--- config.mk ---
export PLATFORM = sky130hd
export DESIGN_NAME = metering_interrupt_flags
export DESIGN_NICKNAME = d
export VERILOG_FILES = /design/src/metering_irq_pkg.sv /design/src/metering_interrupt_flags.sv
export SDC_FILE = /design/constraint.sdc
export NUM_CORES = 1
export LEC_CHECK = 0
export ABC_AREA = 0
export BUFFER_PORTS_ARGS = -buffer_cell sky130_fd_sc_hd__buf_2
export CAP_MARGIN = 20
export CORE_ASPECT_RATIO = 1.25
export CORE_MARGIN = 5
export CORE_UTILIZATION = 35
export DETAILED_ROUTE_END_ITERATION = 10
export GPL_TIMING_DRIVEN = 0
export PLACE_DENSITY = 0.58
export SYNTH_ARGS = -nofsm -noshare
export SYNTH_HDL_FRONTEND = slang
export SYNTH_SLANG_ARGS = --single-unit
--- constraint.sdc ---
create_clock -name mclk -period 2.2 [get_ports mclk]
set_clock_uncertainty 0.2 [all_clocks]
set_input_delay 0.11 -clock mclk [delete_from_list [all_inputs] [get_ports mclk]]
set_output_delay 0.11 -clock mclk [all_outputs]
set_load 0.02 [all_outputs]
--- src/metering_irq_pkg.sv ---
// Package with SFR map, field positions and carriers for metering interrupts
package metering_irq_pkg;

  // SFR addresses of the enable and status registers
  localparam logic [7:0] ADDR_ENABLE_LOW = 8'hD9;
  localparam logic [7:0] ADDR_ENABLE_MID = 8'hDA;
  localparam logic [7:0] ADDR_ENABLE_HIGH = 8'hDB;
  localparam logic [7:0] ADDR_STATUS_LOW = 8'hDC;
  localparam logic [7:0] ADDR_STATUS_MID = 8'hDD;
  localparam logic [7:0] ADDR_STATUS_HIGH = 8'hDE;

  // Values after reset
  localparam logic [7:0] RST_ENABLE = 8'h00;
  localparam logic [7:0] RST_STATUS_LOW = 8'h00;
  localparam logic [7:0] RST_STATUS_MID = 8'h00;
  localparam logic [7:0] RST_STATUS_HIGH = 8'h80;
  localparam logic [7:0] RST_READ = 8'h00;

  // Writable and gateable bits of each register
  localparam logic [7:0] MASK_LOW = 8'h3F;
  localparam logic [7:0] MASK_MID = 8'hFF;
  localparam logic [7:0] MASK_HIGH_EN = 8'h3F;
  localparam logic [7:0] MASK_HIGH_ST = 8'hBF;

  // Field positions
  localparam int COMBINED_BIT = 7;
  localparam int FAULT_BIT = 5;
  localparam int REACTIVE_SIGN_BIT = 4;
  localparam int ACTIVE_SIGN_BIT = 3;
  localparam int APPARENT_NOLOAD_BIT = 2;
  localparam int REACTIVE_NOLOAD_BIT = 1;
  localparam int ACTIVE_NOLOAD_BIT = 0;
  localparam int RESET_END_BIT = 7;
  localparam int CFG_FAULT_BIT = 6;
  localparam int CFG_REACTIVE_BIT = 5;
  localparam int CFG_ACTIVE_BIT = 4;

  // One SFR access from the core
  typedef struct packed {
    logic [7:0] addr;
    logic write;
    logic read;
    logic [7:0] wdata;
  } sfr_req_type;

  // Event pulses and levels from the metering signal path
  typedef struct packed {
    logic faultMode;
    logic reactiveNeg;
    logic activeNeg;
    logic apparentNoload;
    logic currentRmsNoload;
    logic reactiveNoload;
    logic activeNoload;
    logic pulseOutTwo;
    logic pulseOutOne;
    logic [2:0] energyOverflow;
    logic [2:0] energyHalf;
    logic softResetEnd;
    logic waveformReady;
    logic currentPeak;
    logic voltagePeak;
    logic lineCycleDone;
    logic zeroCrossTimeout;
    logic zeroCross;
  } meter_event_type;

endpackage

--- src/metering_interrupt_flags.sv ---
// Metering interrupt status, enable and combined pending interrupt logic
//
// Operation
// RL1 - Combined flag, status low bit 7, sets when any enabled flag is set.
// RL2 - Combined flag clears itself once all enabled flags are cleared.
// RL3 - Status low bit 5 sets on fault-mode change in configured direction.
// RL4 - Status low bit 4 sets on reactive sign change in configured direction.
// RL5 - Status low bit 3 sets on active sign change in configured direction.
// RL6 - Status low bit 2 sets on apparent or current rms no-load.
// RL7 - Status low bit 1 sets on reactive power no-load.
// RL8 - Status low bit 0 sets on active power no-load.
// RL9 - Status mid bit 7 sets on every second-output pulse, even if disabled.
// RL10 - Status mid bit 6 sets on every first-output pulse, even if disabled.
// RL11 - Status mid bits 5,4,3 set on apparent, reactive, active overflow.
// RL12 - Status mid bits 2,1,0 set on apparent, reactive, active half full.
// RL13 - Status high bit 7 sets at the end of any hardware or software reset.
// RL14 - Status high bit 5 sets when new waveform samples are loaded.
// RL15 - Status high bits 4 and 3 set on current and voltage peak.
// RL16 - Status high bit 2 sets when line-cycle accumulation finishes.
// RL17 - Status high bit 1 sets on zero-crossing timeout.
// RL18 - Status high bit 0 sets on each voltage zero crossing.
// RL19 - Status low bits 5..0 raise pending when matching enable bit set.
// RL20 - Output pulse flags raise pending through enable mid bits 7 and 6.
// RL21 - Status mid bits 5..1 raise pending through matching enable bits.
// RL22 - Active energy half-full raises pending through enable mid bit 0.
// RL23 - Enable high at 0xDB gates status high bits 5..0 into pending.
// RL24 - Config bit 6 picks fault entry (0) or return to normal (1).
// RL25 - Config bit 4 picks active sign positive-to-negative (0) or reverse.
// RL26 - Each status flag except the combined flag stays set until software clears it.
// RL27 - Pending interrupt is a level while the combined flag is set.
`timescale 1ns/1ps

module metering_interrupt_flags
  import metering_irq_pkg::*;
(
  input wire logic mclk,
  input wire logic rstn,
  input wire sfr_req_type sfrReq,
  input wire meter_event_type meterEvt,
  input wire logic [7:0] accumulationConfig,
  output logic [7:0] sfrRdata,
  output logic irqPending
);

  // Software clear keeps bits written one, clears bits written zero;
  // a new event in the same cycle wins over the clear.
  function automatic logic [7:0] clearSet(
    input logic [7:0] cur,
    input logic wr,
    input logic [7:0] data,
    input logic [7:0] set,
    input logic [7:0] mask
  );
    logic [7:0] kept;
    kept = wr ? (cur & data) : cur;
    return (kept | set) & mask;
  endfunction

  logic [7:0] enLow_r;
  logic [7:0] enMid_r;
  logic [7:0] enHigh_r;
  logic [7:0] stLow_r;
  logic [7:0] stMid_r;
  logic [7:0] stHigh_r;
  logic [7:0] stLow_nxt;
  logic [7:0] stMid_nxt;
  logic [7:0] stHigh_nxt;
  logic combined_r;
  logic combined_nxt;
  logic faultPrev_r;
  logic reactivePrev_r;
  logic activePrev_r;
  logic [7:0] rdata_r;
  logic [7:0] rdata_nxt;

  // Address decode of the SFR port
  wire hitEnLow = sfrReq.addr == ADDR_ENABLE_LOW;
  wire hitEnMid = sfrReq.addr == ADDR_ENABLE_MID;
  wire hitEnHigh = sfrReq.addr == ADDR_ENABLE_HIGH;
  wire hitStLow = sfrReq.addr == ADDR_STATUS_LOW;
  wire hitStMid = sfrReq.addr == ADDR_STATUS_MID;
  wire hitStHigh = sfrReq.addr == ADDR_STATUS_HIGH;
  wire wrStLow = sfrReq.write && hitStLow;
  wire wrStMid = sfrReq.write && hitStMid;
  wire wrStHigh = sfrReq.write && hitStHigh;

  // Direction-selected sign and fault change events
  wire faultEnter = meterEvt.faultMode && !faultPrev_r;
  wire faultLeave = !meterEvt.faultMode && faultPrev_r;
  wire faultEvt = accumulationConfig[CFG_FAULT_BIT] ? // RL24
    faultLeave : faultEnter; // RL3
  wire reacToNeg = meterEvt.reactiveNeg && !reactivePrev_r;
  wire reacToPos = !meterEvt.reactiveNeg && reactivePrev_r;
  wire reacEvt = accumulationConfig[CFG_REACTIVE_BIT] ?
    reacToPos : reacToNeg; // RL4
  wire actToNeg = meterEvt.activeNeg && !activePrev_r;
  wire actToPos = !meterEvt.activeNeg && activePrev_r;
  wire actEvt = accumulationConfig[CFG_ACTIVE_BIT] ? // RL25
    actToPos : actToNeg; // RL5

  // Set vectors for each status register
  wire [7:0] setLow = {
    2'b00,
    faultEvt, // RL3
    reacEvt, // RL4
    actEvt, // RL5
    meterEvt.apparentNoload || meterEvt.currentRmsNoload, // RL6
    meterEvt.reactiveNoload, // RL7
    meterEvt.activeNoload // RL8
  };
  wire [7:0] setMid = {
    meterEvt.pulseOutTwo, // RL9
    meterEvt.pulseOutOne, // RL10
    meterEvt.energyOverflow, // RL11
    meterEvt.energyHalf // RL12
  };
  wire [7:0] setHigh = {
    meterEvt.softResetEnd, // RL13
    1'b0,
    meterEvt.waveformReady, // RL14
    meterEvt.currentPeak, // RL15
    meterEvt.voltagePeak, // RL15
    meterEvt.lineCycleDone, // RL16
    meterEvt.zeroCrossTimeout, // RL17
    meterEvt.zeroCross // RL18
  };

  // Sticky status flags with software clear
  assign stLow_nxt = clearSet(stLow_r, wrStLow, sfrReq.wdata, setLow,
    MASK_LOW); // RL26
  assign stMid_nxt = clearSet(stMid_r, wrStMid, sfrReq.wdata, setMid,
    MASK_MID); // RL26
  assign stHigh_nxt = clearSet(stHigh_r, wrStHigh, sfrReq.wdata, setHigh,
    MASK_HIGH_ST); // RL26

  // Enabled flags combined into one pending term
  wire [7:0] gatedLow = stLow_r & enLow_r & MASK_LOW; // RL19
  wire [7:0] gatedMid = stMid_r & enMid_r; // RL20 RL21 RL22
  wire [7:0] gatedHigh = stHigh_r & enHigh_r & MASK_HIGH_EN; // RL23
  assign combined_nxt = |{gatedLow, gatedMid, gatedHigh}; // RL1 RL2

  // Read multiplexer; unmapped addresses read zero
  wire [7:0] statusLowView = {combined_r, stLow_r[6:0]};
  assign rdata_nxt =
    !sfrReq.read ? rdata_r :
    hitEnLow ? enLow_r :
    hitEnMid ? enMid_r :
    hitEnHigh ? enHigh_r :
    hitStLow ? statusLowView :
    hitStMid ? stMid_r :
    hitStHigh ? stHigh_r :
    RST_READ;

  // Enable registers
  always_ff @(posedge mclk or negedge rstn) begin
    if (!rstn) begin
      enLow_r <= RST_ENABLE;
      enMid_r <= RST_ENABLE;
      enHigh_r <= RST_ENABLE;
    end else begin
      if (sfrReq.write && hitEnLow) enLow_r <= sfrReq.wdata & MASK_LOW;
      if (sfrReq.write && hitEnMid) enMid_r <= sfrReq.wdata;
      if (sfrReq.write && hitEnHigh) begin
        enHigh_r <= sfrReq.wdata & MASK_HIGH_EN;
      end
    end
  end

  // Status registers; reset leaves the reset-end flag set
  always_ff @(posedge mclk or negedge rstn) begin
    if (!rstn) begin
      stLow_r <= RST_STATUS_LOW;
      stMid_r <= RST_STATUS_MID;
      stHigh_r <= RST_STATUS_HIGH; // RL13
    end else begin
      stLow_r <= stLow_nxt;
      stMid_r <= stMid_nxt;
      stHigh_r <= stHigh_nxt;
    end
  end

  // Previous levels for change detection
  always_ff @(posedge mclk or negedge rstn) begin
    if (!rstn) begin
      faultPrev_r <= 1'b0;
      reactivePrev_r <= 1'b0;
      activePrev_r <= 1'b0;
    end else begin
      faultPrev_r <= meterEvt.faultMode;
      reactivePrev_r <= meterEvt.reactiveNeg;
      activePrev_r <= meterEvt.activeNeg;
    end
  end

  // Combined flag, pending level and read data
  always_ff @(posedge mclk or negedge rstn) begin
    if (!rstn) begin
      combined_r <= 1'b0;
      irqPending <= 1'b0;
      rdata_r <= RST_READ;
    end else begin
      combined_r <= combined_nxt; // RL1 RL2
      irqPending <= combined_nxt; // RL27
      rdata_r <= rdata_nxt;
    end
  end

  assign sfrRdata = rdata_r;
endmodule // metering_interrupt_flags

# Word level (Yosys, flattened, before mapping)
# Index checks and enable logic that the tools add are counted.
# W data, S select, Z words.
# totals
reg_bits,53
out_inout_bits,9
# op_classes
n_eq_ne,6
n_mux,12
bitwise_logic,9
n_reduce_logical,20
# op_table
operator,n
$mux W8,8
$eq A8 B8 Y1 const B,6
$and A8 B8 Y8,3
$reduce_or A20 Y1,1
$and A6 B6 Y6,3
$or A8 B8 Y8,2
$logic_and A1 B1 Y1,12
$logic_not A1 Y1,6
$mux W6,1
$or A6 B6 Y6,1
$mux W1,3
$logic_or A1 B1 Y1,1

# Longest topological paths before layout
# Gate-level depths: netlist of run 1.
# depth
ltp_word,7
mapped_depth,6
ltp_nobuf,4

# Worst setup path after synthesis of run 1
# No wires, ideal clock.
# synth_path
path_type,input-to-reg
startpoint,in sfrReq[15] (netlist name)
endpoint,reg enHigh_r[0]
setup_ns,0.125
t_arrival_ns,1.235
setup_slack_ns,0.640
path_stages,6
path_buffers,2
path_cell_list,and4b_1 > buf_4 > and3_1 > buf_4 > nand4_4 > mux2_4
# synth_via
elab_chain_cells,2
# synth_lines
element,line,text
start: declaration,metering_interrupt_flags.sv:38,"input wire sfr_req_type sfrReq,"
$eq A8 B8 Y1,metering_interrupt_flags.sv:79,wire hitEnHigh = sfrReq.addr == ADDR_ENABLE_HIGH;
$logic_and A1 B1 Y1,metering_interrupt_flags.sv:163,if (sfrReq.write && hitEnHigh) begin
end signal: assignment,metering_interrupt_flags.sv:164,enHigh_r <= sfrReq.wdata & MASK_HIGH_EN;
end: declaration,metering_interrupt_flags.sv:61,logic [7:0] enHigh_r;
# Every way passes these cells.
# A chain may end at the register's enable or synchronous reset.

# Final worst setup path of run 1
# layout_path
startpoint,in sfrReq[15] (netlist name)
endpoint,reg stHigh_r[0]
# layout_via
elab_chain_cells,4
# layout_lines
element,line,text
$eq A8 B8 Y1,metering_interrupt_flags.sv:82,wire hitStHigh = sfrReq.addr == ADDR_STATUS_HIGH;
$logic_and A1 B1 Y1,metering_interrupt_flags.sv:85,wire wrStHigh = sfrReq.write && hitStHigh;
$mux W8,metering_interrupt_flags.sv:55,kept = wr ? (cur & data) : cur;
$or A8 B8 Y8,metering_interrupt_flags.sv:56,return (kept | set) & mask;
named net stHigh_nxt[0],metering_interrupt_flags.sv:67,logic [7:0] stHigh_nxt;
end signal: assignment,metering_interrupt_flags.sv:178,stHigh_r <= stHigh_nxt;
end: declaration,metering_interrupt_flags.sv:64,logic [7:0] stHigh_r;
# The timed path passes the listed nets, and every way through them passes these cells.

==> results of run 1 <==
-- power by group --
| group | leakage (uW) | internal, uW | switching, uW |
|---|---|---|---|
| sequential | 0.000609 | 1010 | 28.1 |
| clock | 0.0000450 | 221 | 314 |
| combinational | 0.000880 | 160 | 145 |
-- sequential cells by signal (all words and copies together) (netlist names) --
register,cells
stMid_r,8
irqPending,1
enMid_r,8
enLow_r,6
sfrRdata,8
activePrev_r,1
stLow_r,6
faultPrev_r,1
reactivePrev_r,1
stHigh_r,7
enHigh_r,6
-- tightest hold or removal path, stage by stage --
cell and delay (ns):
sky130_fd_sc_hd__buf_2 0.16, sky130_fd_sc_hd__nand2b_1 0.08, sky130_fd_sc_hd__o21ai_0 0.10, sky130_fd_sc_hd__nand3_1 0.09
-- stage by stage --
stage / area (um^2) / total power, uW / hold WS (ns)
floorplan: 2610 / 1190 / -0.386
global placement: 2970 / 1310 / 0.0367
detailed placement: 2990 / 1320 / -0.0877
CTS: 3560 / 1910 / 0.0778
global route: 3560 / 1970 / 0.118
finish: 3560 / 1880 / 0.0610
-- cell families after synthesis --
logic type | count (synthesis)
muxes | 27
buffers and inverters | 15
DFF | 53
AOI/OAI and AO/OA | 64
and+or+nand+nor | 65
-- worst paths after layout --
path | cells after the start | slack, ns | startpoint | to
max | 8 | 0.09 | sfrReq[15] | stHigh_r[0]
min | 4 | 0.06 | sfrReq[9] | stLow_r[3]
max reg2reg | 3 | 0.66 | stLow_r[2] | stLow_r[2]
min reg2reg | 2 | 0.32 | faultPrev_r | stLow_r[5]
max in group asynchronous | 3 | 1.15 | rstn | stMid_r[4]
min in group asynchronous | 2 | 0.10 | rstn | sfrRdata[1]
-- layer usage --
metal / wire length, um / vias to the layer above / track usage (%)
li1: - / 1055 / -
met1: 3030 / 1089 / 21.7
met2: 3910 / 58 / 28.6
met3: 358 / 9 / 2.25
met4: 121 / 0 / 5.37
met5: 0 / - / 0
-- cell usage after synthesis --
| cell type | number | area (um^2) |
|---|---|---|
| sky130_fd_sc_hd__a2bb2oi_1 | 6 | 52.6 |
| sky130_fd_sc_hd__and4_1 | 2 | 17.5 |
| sky130_fd_sc_hd__buf_2 | 4 | 20.0 |
| sky130_fd_sc_hd__and4b_1 | 1 | 10.0 |
| sky130_fd_sc_hd__nand4_1 | 2 | 12.5 |
| sky130_fd_sc_hd__a22o_1 | 4 | 35.0 |
| sky130_fd_sc_hd__a22oi_1 | 2 | 15.0 |
| sky130_fd_sc_hd__nand3_4 | 1 | 17.5 |
| sky130_fd_sc_hd__nor2_1 | 6 | 22.5 |
| sky130_fd_sc_hd__buf_1 | 1 | 3.75 |
| sky130_fd_sc_hd__dfstp_2 | 1 | 26.3 |
| sky130_fd_sc_hd__mux2i_1 | 7 | 70.1 |
| sky130_fd_sc_hd__a41o_1 | 1 | 10.0 |
| sky130_fd_sc_hd__nand3_2 | 1 | 10.0 |
| sky130_fd_sc_hd__nand4_4 | 1 | 21.3 |
| sky130_fd_sc_hd__and3_1 | 2 | 12.5 |
| sky130_fd_sc_hd__or3b_2 | 3 | 26.3 |
| sky130_fd_sc_hd__a31oi_1 | 4 | 25.0 |
| sky130_fd_sc_hd__a221oi_1 | 4 | 35.0 |
| sky130_fd_sc_hd__clkbuf_1 | 4 | 15.0 |
| sky130_fd_sc_hd__or2_2 | 1 | 6.26 |
| sky130_fd_sc_hd__o21ai_0 | 10 | 50.1 |
| sky130_fd_sc_hd__nand2_1 | 16 | 60.1 |
| sky130_fd_sc_hd__a21oi_1 | 1 | 5.00 |
| sky130_fd_sc_hd__nor3_1 | 3 | 15.0 |
| sky130_fd_sc_hd__nand3b_1 | 4 | 30.0 |
| sky130_fd_sc_hd__a21o_1 | 20 | 150 |
| sky130_fd_sc_hd__o2bb2ai_1 | 1 | 8.76 |
| sky130_fd_sc_hd__o221ai_1 | 5 | 43.8 |
| sky130_fd_sc_hd__nand2b_1 | 4 | 25.0 |
| sky130_fd_sc_hd__mux2_2 | 14 | 158 |
| sky130_fd_sc_hd__nand3_1 | 8 | 40.0 |
| sky130_fd_sc_hd__inv_1 | 3 | 11.3 |
| sky130_fd_sc_hd__buf_4 | 3 | 22.5 |
| sky130_fd_sc_hd__o221a_2 | 6 | 67.6 |
| sky130_fd_sc_hd__nor2b_1 | 10 | 62.6 |
| sky130_fd_sc_hd__dfrtp_1 | 52 | 1300 |
| sky130_fd_sc_hd__mux2_4 | 6 | 90.1 |
-- final cells by class --
| class | count | area share (%) |
|---|---|---|
| Buffer | 12 | 1.72 |
| Clock buffer | 6 | 2.04 |
| Inverter | 3 | 0.316 |
| Clock inverter | 2 | 0.281 |
| Tap cell | 92 | 3.23 |
| Timing Repair Buffer | 100 | 21.3 |
| Sequential cell | 53 | 37.3 |
| Multi-Input combinational cell | 156 | 33.8 |
==> run_results.csv, run 1 <==
group,metric,value,unit
global_route,grt_pass1_wl,11900,um
setup_path,crit_family,"buffers and inverters",
power_and_ir_drop,peakVddDrop,306,uV
setup_path,worst_ep_arrival_time,2.10,ns
layout,design.final.nets,381,
synth,yosys.area_share.simple,14.9,%
setup_path,timing_worst_setup_path_type,"in2reg",
clocking,clockBufferDepth,2,
flow_run,number_of_violations_of_the_max_capacitance_limit,0,
placed_design,portBuffers,50,
timing,slew_headroom,53.3,%
die,die-height,106,um
clocking,clock_sink_count,53,
synth,synth_top_family_by_area,"compound AO/OA/AOI/OAI gates",
timing,setup_viol_count_final,0,
timing,worst_slew_pin_slew,0.695,ns
die,dieArea,0.00928,mm^2
synth,ys_warn_count,0,
power_and_ir_drop,power.static_leakage,0.00153,uW
timing,setup_repair_after_global_routing_missed_its_margin,"no",
drt,detail_route.vias_per_cell,5.21,
synth,synth-seq-cells,53,
drt,routed-via-count,2211,
min_path,hold_class,"in2reg",
die,core_area,0.00731,mm^2
setup_path,type_of_destination_of_the_critical_path,"flop",
synth,synthesized_netlist_net_count,274,
global_route,overflow,0,
die,floorplan.io_pins,59,
global_route,maximum_number_of_pins_on_one_net_before_global_route_repair,34,
placed_design,dp_slack,0.156,ns
drt,dr.first_iter.drc_count,174,
placed_design,place_congestion,0.872,
layout,drive_gt1_share,29.8,%
synth,netlist_area,0.00260,mm^2
global_route,first_global_vias,2220,
layout,most_used_cells_in_the_layout_excluding_fill_and_tap_cells,"sky130_fd_sc_hd__buf_2 (54), sky130_fd_sc_hd__dfrtp_1 (52), sky130_fd_sc_hd__dlygate4sd3_1 (49)",
setup_path,crit_path_cell_trace,"buf_2 > and4b_1 > buf_4 > and4_1 > clkbuf_1 > nand2_1 > a21o_1 > dlygate4sd3_1",
timing,min_period_over_period,95.7,%
placed_design,dpl.cell_count,367,
setup_path,cpMaxStageDelayCell,"sky130_fd_sc_hd__dlygate4sd3_1",
timing,final_period_minus_worst_setup_slack,2.11,ns
clocking,cts_inserted_buffers,5,
drt,detailedRoute.firstPassIterationCount,4,
timing,fmax,475,MHz
placed_design,detailed_place_hpwl,5260,um
layout,layout.cells.non_filler,424,
drt,route.final.wire_length,7410,um
timing,setup_ws,0.0943,ns
global_route,grt_usage,16.8,%
die,initial_core_util,35.6,%
clocking,clock_latency,0.31,ns
clocking,tritoncts,"built",
timing,hold_viol_final,0,
layout,mostFrequentLayoutCell,"sky130_fd_sc_hd__buf_2",
drt,route.antenna.remaining_nets,0,
layout,multi_input_area,0.00120,mm^2
drt,route.detailed.drc,0,
clocking,htree_num_levels,2,
synth,post_synth_mux_area_share,12.2,%
clocking,number_of_post_cts_setup_repair_buffers,0,
setup_path,timing.critical_path.buf_inv,4,
outcome,run_status,"complete, no violations",
setup_path,critical_path_required,2.19,ns
timing,slew_violations,0,
layout,syn2layout_area_growth,36.8,%
synth,synth_xor_area_share,0,%
setup_path,max_stage_delay,0.55,ns
drt,detail_route.wl_per_cell,17.5,um
synth,portion_of_the_post_synthesis_area_used_by_sequential_elements,51.0,%
synth,avg_synthesized_cell_area,11.6,um^2
power_and_ir_drop,cellPowerDensity,528,mW/mm^2
clocking,cts_resized,0,
layout,layout.filler_cells,708,
die,fp.dieW,87.2,um
global_route,grt_antenna_before_repair,0,
setup_path,startpoint_class_of_the_critical_path,"input port",
layout,insertedDiodeCount,0,
clocking,cts_root_buf,"sky130_fd_sc_hd__clkbuf_8",
clocking,clock_pin_slew_on_the_worst_setup_and_hold_paths,0.09,ns
synth,synthCells,224,
synth,synth_compound_gate_area_share,19.1,%
clocking,postCtsHoldBufs,49,
setup_path,worst-path-max-fanout,7,
layout,fin_util,48.7,%
synth,synthAdderAreaFrac,0,%
die,num_rows,35,
synth,yosysUniqueCellTypes,38,
timing,totalNegativeSetupSlack,0,ns
layout,ff_latch_area,0.00133,mm^2
No activity file was read; power rests on OpenSTA's default activity.
==> inputs of run 2 (changes only) <==
==> constraint.sdc (replaced) <==
create_clock -name mclk -period 2.2 [get_ports mclk]
set_clock_uncertainty 0.2 [all_clocks]
set_input_delay 0.22 -clock mclk [delete_from_list [all_inputs] [get_ports mclk]]
set_output_delay 0.22 -clock mclk [all_outputs]
set_load 0.02 [all_outputs]
==> run 2 against run 1 <==
  * First-iteration DRC count down 10%
  * Count of clock-buffer cells in the layout unchanged
  * Critical path depth down 2
  * Critical endpoint is now stLow_r[0]
  * Routed wire length down 1.4%
  * Design area down 4.5%
  * Combinational power about the same
==> run_results.csv, run 2 (synthesis gave the netlist of run 1 again) <==
group,metric,value,unit
global_route,global_route.usage.met3,2.25,%
setup_path,crit_path_cell_trace,"buf_2 > and4b_1 > buf_4 > nand3_1 > nor3_1 > a31oi_1",
die,dieArea,0.00928,mm^2
timing,fmax,549,MHz
layout,most_used_cells_in_the_layout_excluding_fill_and_tap_cells,"sky130_fd_sc_hd__buf_2 (54), sky130_fd_sc_hd__dfrtp_1 (52), sky130_fd_sc_hd__dlygate4sd3_1 (33)",
clocking,clock_sink_count,53,
drt,route.detailed.drc,0,
timing,totalNegativeSetupSlack,0,ns
timing,slew_headroom,54.7,%
setup_path,cpMaxStageDelayCell,"sky130_fd_sc_hd__nor3_1",
setup_path,critical_path_required,2.16,ns
setup_path,crit_family,"simple AND/OR/NAND/NOR gates",
die,core_area,0.00731,mm^2
drt,detailedRoute.firstPassIterationCount,6,
power_and_ir_drop,power.combinational.fraction,16.0,%
placed_design,portBuffers,50,
timing,final_period_minus_worst_setup_slack,1.82,ns
setup_path,timing_worst_setup_path_type,"in2reg",
power_and_ir_drop,seq_power_share,55.2,%
setup_path,worst_ep_arrival_time,1.79,ns
clocking,cts_resized,0,
timing,hold_viol_final,0,
power_and_ir_drop,net-switching-power,492,uW
power_and_ir_drop,p_int,1390,uW
setup_path,timing.critical_path.buf_inv,2,
min_path,hold_class,"in2reg",
drt,route.final.wire_length,7310,um
drt,dr.first_iter.drc_count,156,
timing,min_period_over_period,82.9,%
clocking,tritoncts,"built",
global_route,maximum_number_of_pins_on_one_net_before_global_route_repair,34,
placed_design,place_congestion,0.872,
global_route,met1_usage,21.1,%
global_route,met2_usage,27.8,%
layout,layout.cells.non_filler,408,
die,fp.dieW,87.2,um
placed_design,dpl.cell_count,367,
placed_design,detailed_place_hpwl,5260,um
drt,route.antenna.remaining_nets,0,
timing,final.hold.worst_slack,0.0233,ns
setup_path,max_stage_delay,0.63,ns
power_and_ir_drop,peakVddDrop,311,uV
setup_path,worst-path-max-fanout,8,
timing,setup_repair_after_global_routing_missed_its_margin,"no",
clocking,clock_pin_slew_on_the_worst_setup_and_hold_paths,0.09,ns
clocking,cts_root_buf,"sky130_fd_sc_hd__clkbuf_8",
layout,insertedDiodeCount,0,
flow_run,number_of_violations_of_the_max_capacitance_limit,0,
clocking,clock_latency,0.30,ns
clocking,htree_num_levels,2,
global_route,grt_antenna_before_repair,0,
timing,slew_violations,0,
clocking,clockBufferDepth,2,
setup_path,type_of_destination_of_the_critical_path,"flop",
die,floorplan.io_pins,59,
global_route,first_global_vias,2167,
die,num_rows,35,
global_route,grt_pass1_wl,11600,um
layout,design.final.nets,365,
timing,worst_slew_pin_slew,0.674,ns
drt,detail_route.wl_per_cell,17.9,um
power_and_ir_drop,clock_power_share,28.7,%
power_and_ir_drop,power.static_leakage,0.00150,uW
power_and_ir_drop,total_power,1880,uW
global_route,grt_most_used_layer,"met2",
outcome,run_status,"complete, no violations",
placed_design,dp_slack,0.0463,ns
global_route,grt_usage,16.4,%
setup_path,startpoint_class_of_the_critical_path,"input port",
power_and_ir_drop,cellPowerDensity,553,mW/mm^2
global_route,overflow,0,
layout,drive_gt1_share,31.3,%
power_and_ir_drop,netSwitchingFraction,26.2,%
clocking,cts_inserted_buffers,5,
layout,syn2layout_area_growth,30.6,%
timing,setup_ws,0.377,ns
timing,setup_viol_count_final,0,
drt,routed-via-count,2169,
die,initial_core_util,35.6,%
layout,mostFrequentLayoutCell,"sky130_fd_sc_hd__buf_2",
drt,detail_route.vias_per_cell,5.32,
die,die-height,106,um
==> run 2: cell count changes in the layout (fill, tap and decap cells not counted), sizes merged <==
cell,previous run,this run
dlygate4sd3,49,33
==> run 2: layer usage <==
metal / vias to the layer above / routed length (um)
li1: 1028 / -
met1: 1058 / 3060
met2: 72 / 3750
met3: 11 / 352
met4: 0 / 148
met5: - / 0
==> run 2: worst paths after layout <==
| check | start | endpoint | slack [ns] | depth (start not counted) |
|---|---|---|---|---|
| worst min-delay path | meterEvt[17] | stLow_r[2] | 0.02 | 3 |
| worst min register to register | faultPrev_r | stLow_r[5] | 0.32 | 2 |
| worst max-delay path | sfrReq[15] | stLow_r[0] | 0.38 | 6 |
| max in group asynchronous | rstn | sfrRdata[4] | 1.04 | 3 |
| min in group asynchronous | rstn | sfrRdata[1] | 0.21 | 2 |
| worst max register to register | enHigh_r[3] | irqPending | 0.64 | 4 |
==> run 2: power groups by stage <==
stage	registers [uW]	logic (uW)	clock network [uW]
floorplan	1070	122	0
global placement	1060	253	0
detailed placement	1060	260	0
CTS	1040	304	559
global route	1040	333	584
finish	1040	302	540
==> run 2: final cells by class <==
| cell class | count | area [um^2] |
|---|---|---|
| clock inverters | 2 | 10.0 |
| well taps | 92 | 115 |
| fillers | 721 | 3910 |
| repair buffers | 84 | 601 |
| multi-input cells | 156 | 1200 |
| inverters | 3 | 11.3 |
| flip-flops and latches | 53 | 1330 |
| clock buffers | 6 | 72.6 |
| plain buffers | 12 | 61.3 |
==> run 2: repair_timing <==
action / CTS / global route
hold buffers: 33 / 0
buffers inserted: 0 / 0
endpoints found under the hold margin: 56 / 0
==> run 2: worst min-delay path: cells and delay by family <==
| family | cells | cell delay [ns] |
|---|---|---|
| simple gates | 1 | 0.04 |
| compound gates | 1 | 0.14 |
| buf+inv | 1 | 0.09 |
==> run 2: through the flow <==
stage                     util [%]  area, um^2
after floorplan                  -        2610
after global placement        40.6        2970
after detailed placement      40.9        2990
after CTS                     46.5        3400
after global routing          46.5        3400
final                         46.5        3400
==> inputs of run 3 (changes only) <==
Settings changed: PLACE_DENSITY 0.58 to 0.6.
Clock period 2.2 ns to 1.5 ns, I/O delays scaled along.
==> run 3 against run 2 <==
  * Largest power group unchanged
  * Routed wire length up 3.6%
  * Combinational power increased by 57%
  * The flow now finishes with violations (negative setup slack)
  * Critical path type is now reg2reg
  * Total power increased by 49%
==> run_results.csv, run 3 (synthesis gave the netlist of run 1 again) <==
group,metric,value,unit
outcome,run_status,"finished with violations",
outcome,failing_checks,"negative setup slack",
layout,most_used_cells_in_the_layout_excluding_fill_and_tap_cells,"sky130_fd_sc_hd__buf_2 (53), sky130_fd_sc_hd__dfrtp_1 (52), sky130_fd_sc_hd__dlygate4sd3_1 (35)",
layout,design.final.nets,368,
drt,detail_route.wl_per_cell,18.4,um
die,num_rows,35,
global_route,grt_pass1_wl,11800,um
power_and_ir_drop,seq_power_share,54.4,%
clocking,htree_num_levels,2,
setup_path,rr_endpoint,"irqPending",
global_route,maximum_number_of_pins_on_one_net_before_global_route_repair,31,
layout,drive_gt1_share,34.2,%
placed_design,portBuffers,50,
power_and_ir_drop,power.static_leakage,0.00156,uW
setup_path,worst_ep_arrival_time,1.52,ns
timing,hold_viol_final,0,
placed_design,placed_cell_area,0.00302,mm^2
drt,dr.first_iter.drc_count,137,
flow_run,number_of_violations_of_the_max_capacitance_limit,0,
power_and_ir_drop,net-switching-power,749,uW
placed_design,place_congestion,0.823,
layout,multi_input_area,0.00126,mm^2
clocking,clock_pin_slew_on_the_worst_setup_and_hold_paths,0.10,ns
layout,insertedDiodeCount,0,
power_and_ir_drop,peakVddDrop,456,uV
drt,route.detailed.drc,0,
die,initial_core_util,35.6,%
timing,setup_ws,-0.0650,ns
timing,final_period_minus_worst_setup_slack,1.56,ns
drt,route.antenna.remaining_nets,0,
die,dieArea,0.00928,mm^2
setup_path,max_stage_delay,0.41,ns
min_path,hold_class,"in2reg",
min_path,hold_depth,4,
timing,setup_repair_after_global_routing_missed_its_margin,"yes",
drt,route.final.wire_length,7570,um
timing,slew_violations,0,
layout,fin_util,48.0,%
layout,layout.filler_cells,701,
setup_path,startpoint_class_of_the_critical_path,"flop",
layout,mostFrequentLayoutCell,"sky130_fd_sc_hd__buf_2",
die,fp.dieW,87.2,um
timing,min_period_over_period,104,%
drt,met1Wirelength,3150,um
clocking,clock_latency,0.30,ns
timing,slew_headroom,57.2,%
power_and_ir_drop,p_int,2050,uW
setup_path,timing_worst_setup_path_type,"reg2reg",
setup_path,critical_path_required,1.46,ns
setup_path,ff2ff_path_depth,4,
drt,highest-signal-layer,"met4",
setup_path,type_of_destination_of_the_critical_path,"flop",
layout,final_design_area_no_fill,0.00351,mm^2
clocking,cts_root_buf,"sky130_fd_sc_hd__clkbuf_8",
die,die-height,106,um
setup_path,crit_path_cell_trace,"a22o_1 > a221oi_2 > and3_1 > nand4_1",
timing,fmax,639,MHz
clocking,cts_inserted_buffers,5,
power_and_ir_drop,cellPowerDensity,799,mW/mm^2
die,core_area,0.00731,mm^2
drt,met3_length,398,um
timing,setup_viol_count_final,1,
power_and_ir_drop,clock_power_share,28.7,%
clocking,clockBufferDepth,2,
clocking,clock_sink_count,53,
die,floorplan.io_pins,59,
layout,syn2layout_area_growth,34.7,%
global_route,overflow,0,
placed_design,detailed_place_hpwl,5260,um
min_path,whs_endpoint,"stLow_r[3]",
setup_path,reg2reg_setup_slack,-0.06,ns
power_and_ir_drop,netSwitchingFraction,26.7,%
global_route,grt_antenna_before_repair,0,
drt,routed-via-count,2185,
global_route,first_global_vias,2173,
power_and_ir_drop,power.combinational.fraction,16.9,%
layout,ff_latch_area,0.00133,mm^2
global_route,grt_usage,16.9,%
setup_path,worst_r2r_startpoint,"enLow_r[4]",
clocking,tritoncts,"built",
drt,detail_route.vias_per_cell,5.32,
setup_path,cpMaxStageDelayCell,"sky130_fd_sc_hd__dfrtp_1",
drt,routed-wl-met2,3800,um
setup_path,worst-path-max-fanout,3,
timing,worst_slew_pin_slew,0.643,ns
min_path,min_delay_src,"sfrReq[9]",
drt,detailedRoute.firstPassIterationCount,4,
timing,totalNegativeSetupSlack,-0.0650,ns
[run 3: final cells by class]
cell class                      instances  area share (%)
Clock buffer                            5            1.96
Inverter                                3           0.321
Sequential cell                        53            37.8
Multi-Input combinational cell        156            36.0
Tap cell                               92            3.28
Clock inverter                          3           0.499
Buffer                                 11            1.96
Timing Repair Buffer                   88            18.1
[run 3: routing by layer]
layer | vias to the layer above | GRT usage (%)
li1 | 1030 | -
met3 | 14 | 2.40
met2 | 64 | 27.6
met1 | 1077 | 22.1
met4 | 0 | 7.24
met5 | - | 0
[run 3: power groups by stage]
stage               clock [uW]  combinational (uW)  sequential, uW
floorplan                    0                 184            1570
finish                     805                 474            1520
global route               880                 516            1530
CTS                        836                 472            1520
global placement             0                 387            1550
detailed placement           0                 397            1550
[run 3: how the worst max path moves through the flow]
| stage | from | end | slack [ns] |
|---|---|---|---|
| 2_1_floorplan | sfrReq[15] | enHigh_r[0] | -0.06 |
| 3_3_place_gp | sfrReq[15] | stLow_r[2] | -0.43 |
| 3_5_place_dp | sfrReq[15] | stLow_r[2] | -0.51 |
| 4_1_cts | enHigh_r[3] | irqPending | -0.07 |
| 5_1_grt | enLow_r[4] | irqPending | -0.11 |
| 6_report | enLow_r[4] | irqPending | -0.06 |
[run 3: metrics by stage]
| step | instances | hold WS, ns | worst slack (ns) | power, uW |
|---|---|---|---|---|
| after global routing | 411 | 0.0889 | -0.107 | 2930 |
| after detailed placement | 367 | -0.0195 | -0.505 | 1950 |
| after global placement | 366 | 0.0773 | -0.434 | 1940 |
| final | 411 | 0.0887 | -0.0650 | 2800 |
| after CTS | 409 | 0.0814 | -0.0683 | 2830 |
| after floorplan | 224 | -0.346 | -0.0628 | 1750 |
[run 3: critical path, delay by kind of cell, from the launching register on]
family | cells | cell delay (ns)
flip-flops | 1 | 0.41
AO/OA/AOI/OAI | 2 | 0.46
AND/OR/NAND/NOR | 2 | 0.34
[run 3: repair_timing]
action | in CTS | in global routing
cloned | 0 | 0
endpoints found under the setup margin | 15 | 17
setup buffers | 0 | 2
hold buffers | 35 | 0
gates resized for setup | 4 | 6
endpoints found under the hold margin | 67 | 0
pin swaps | 1 | 2
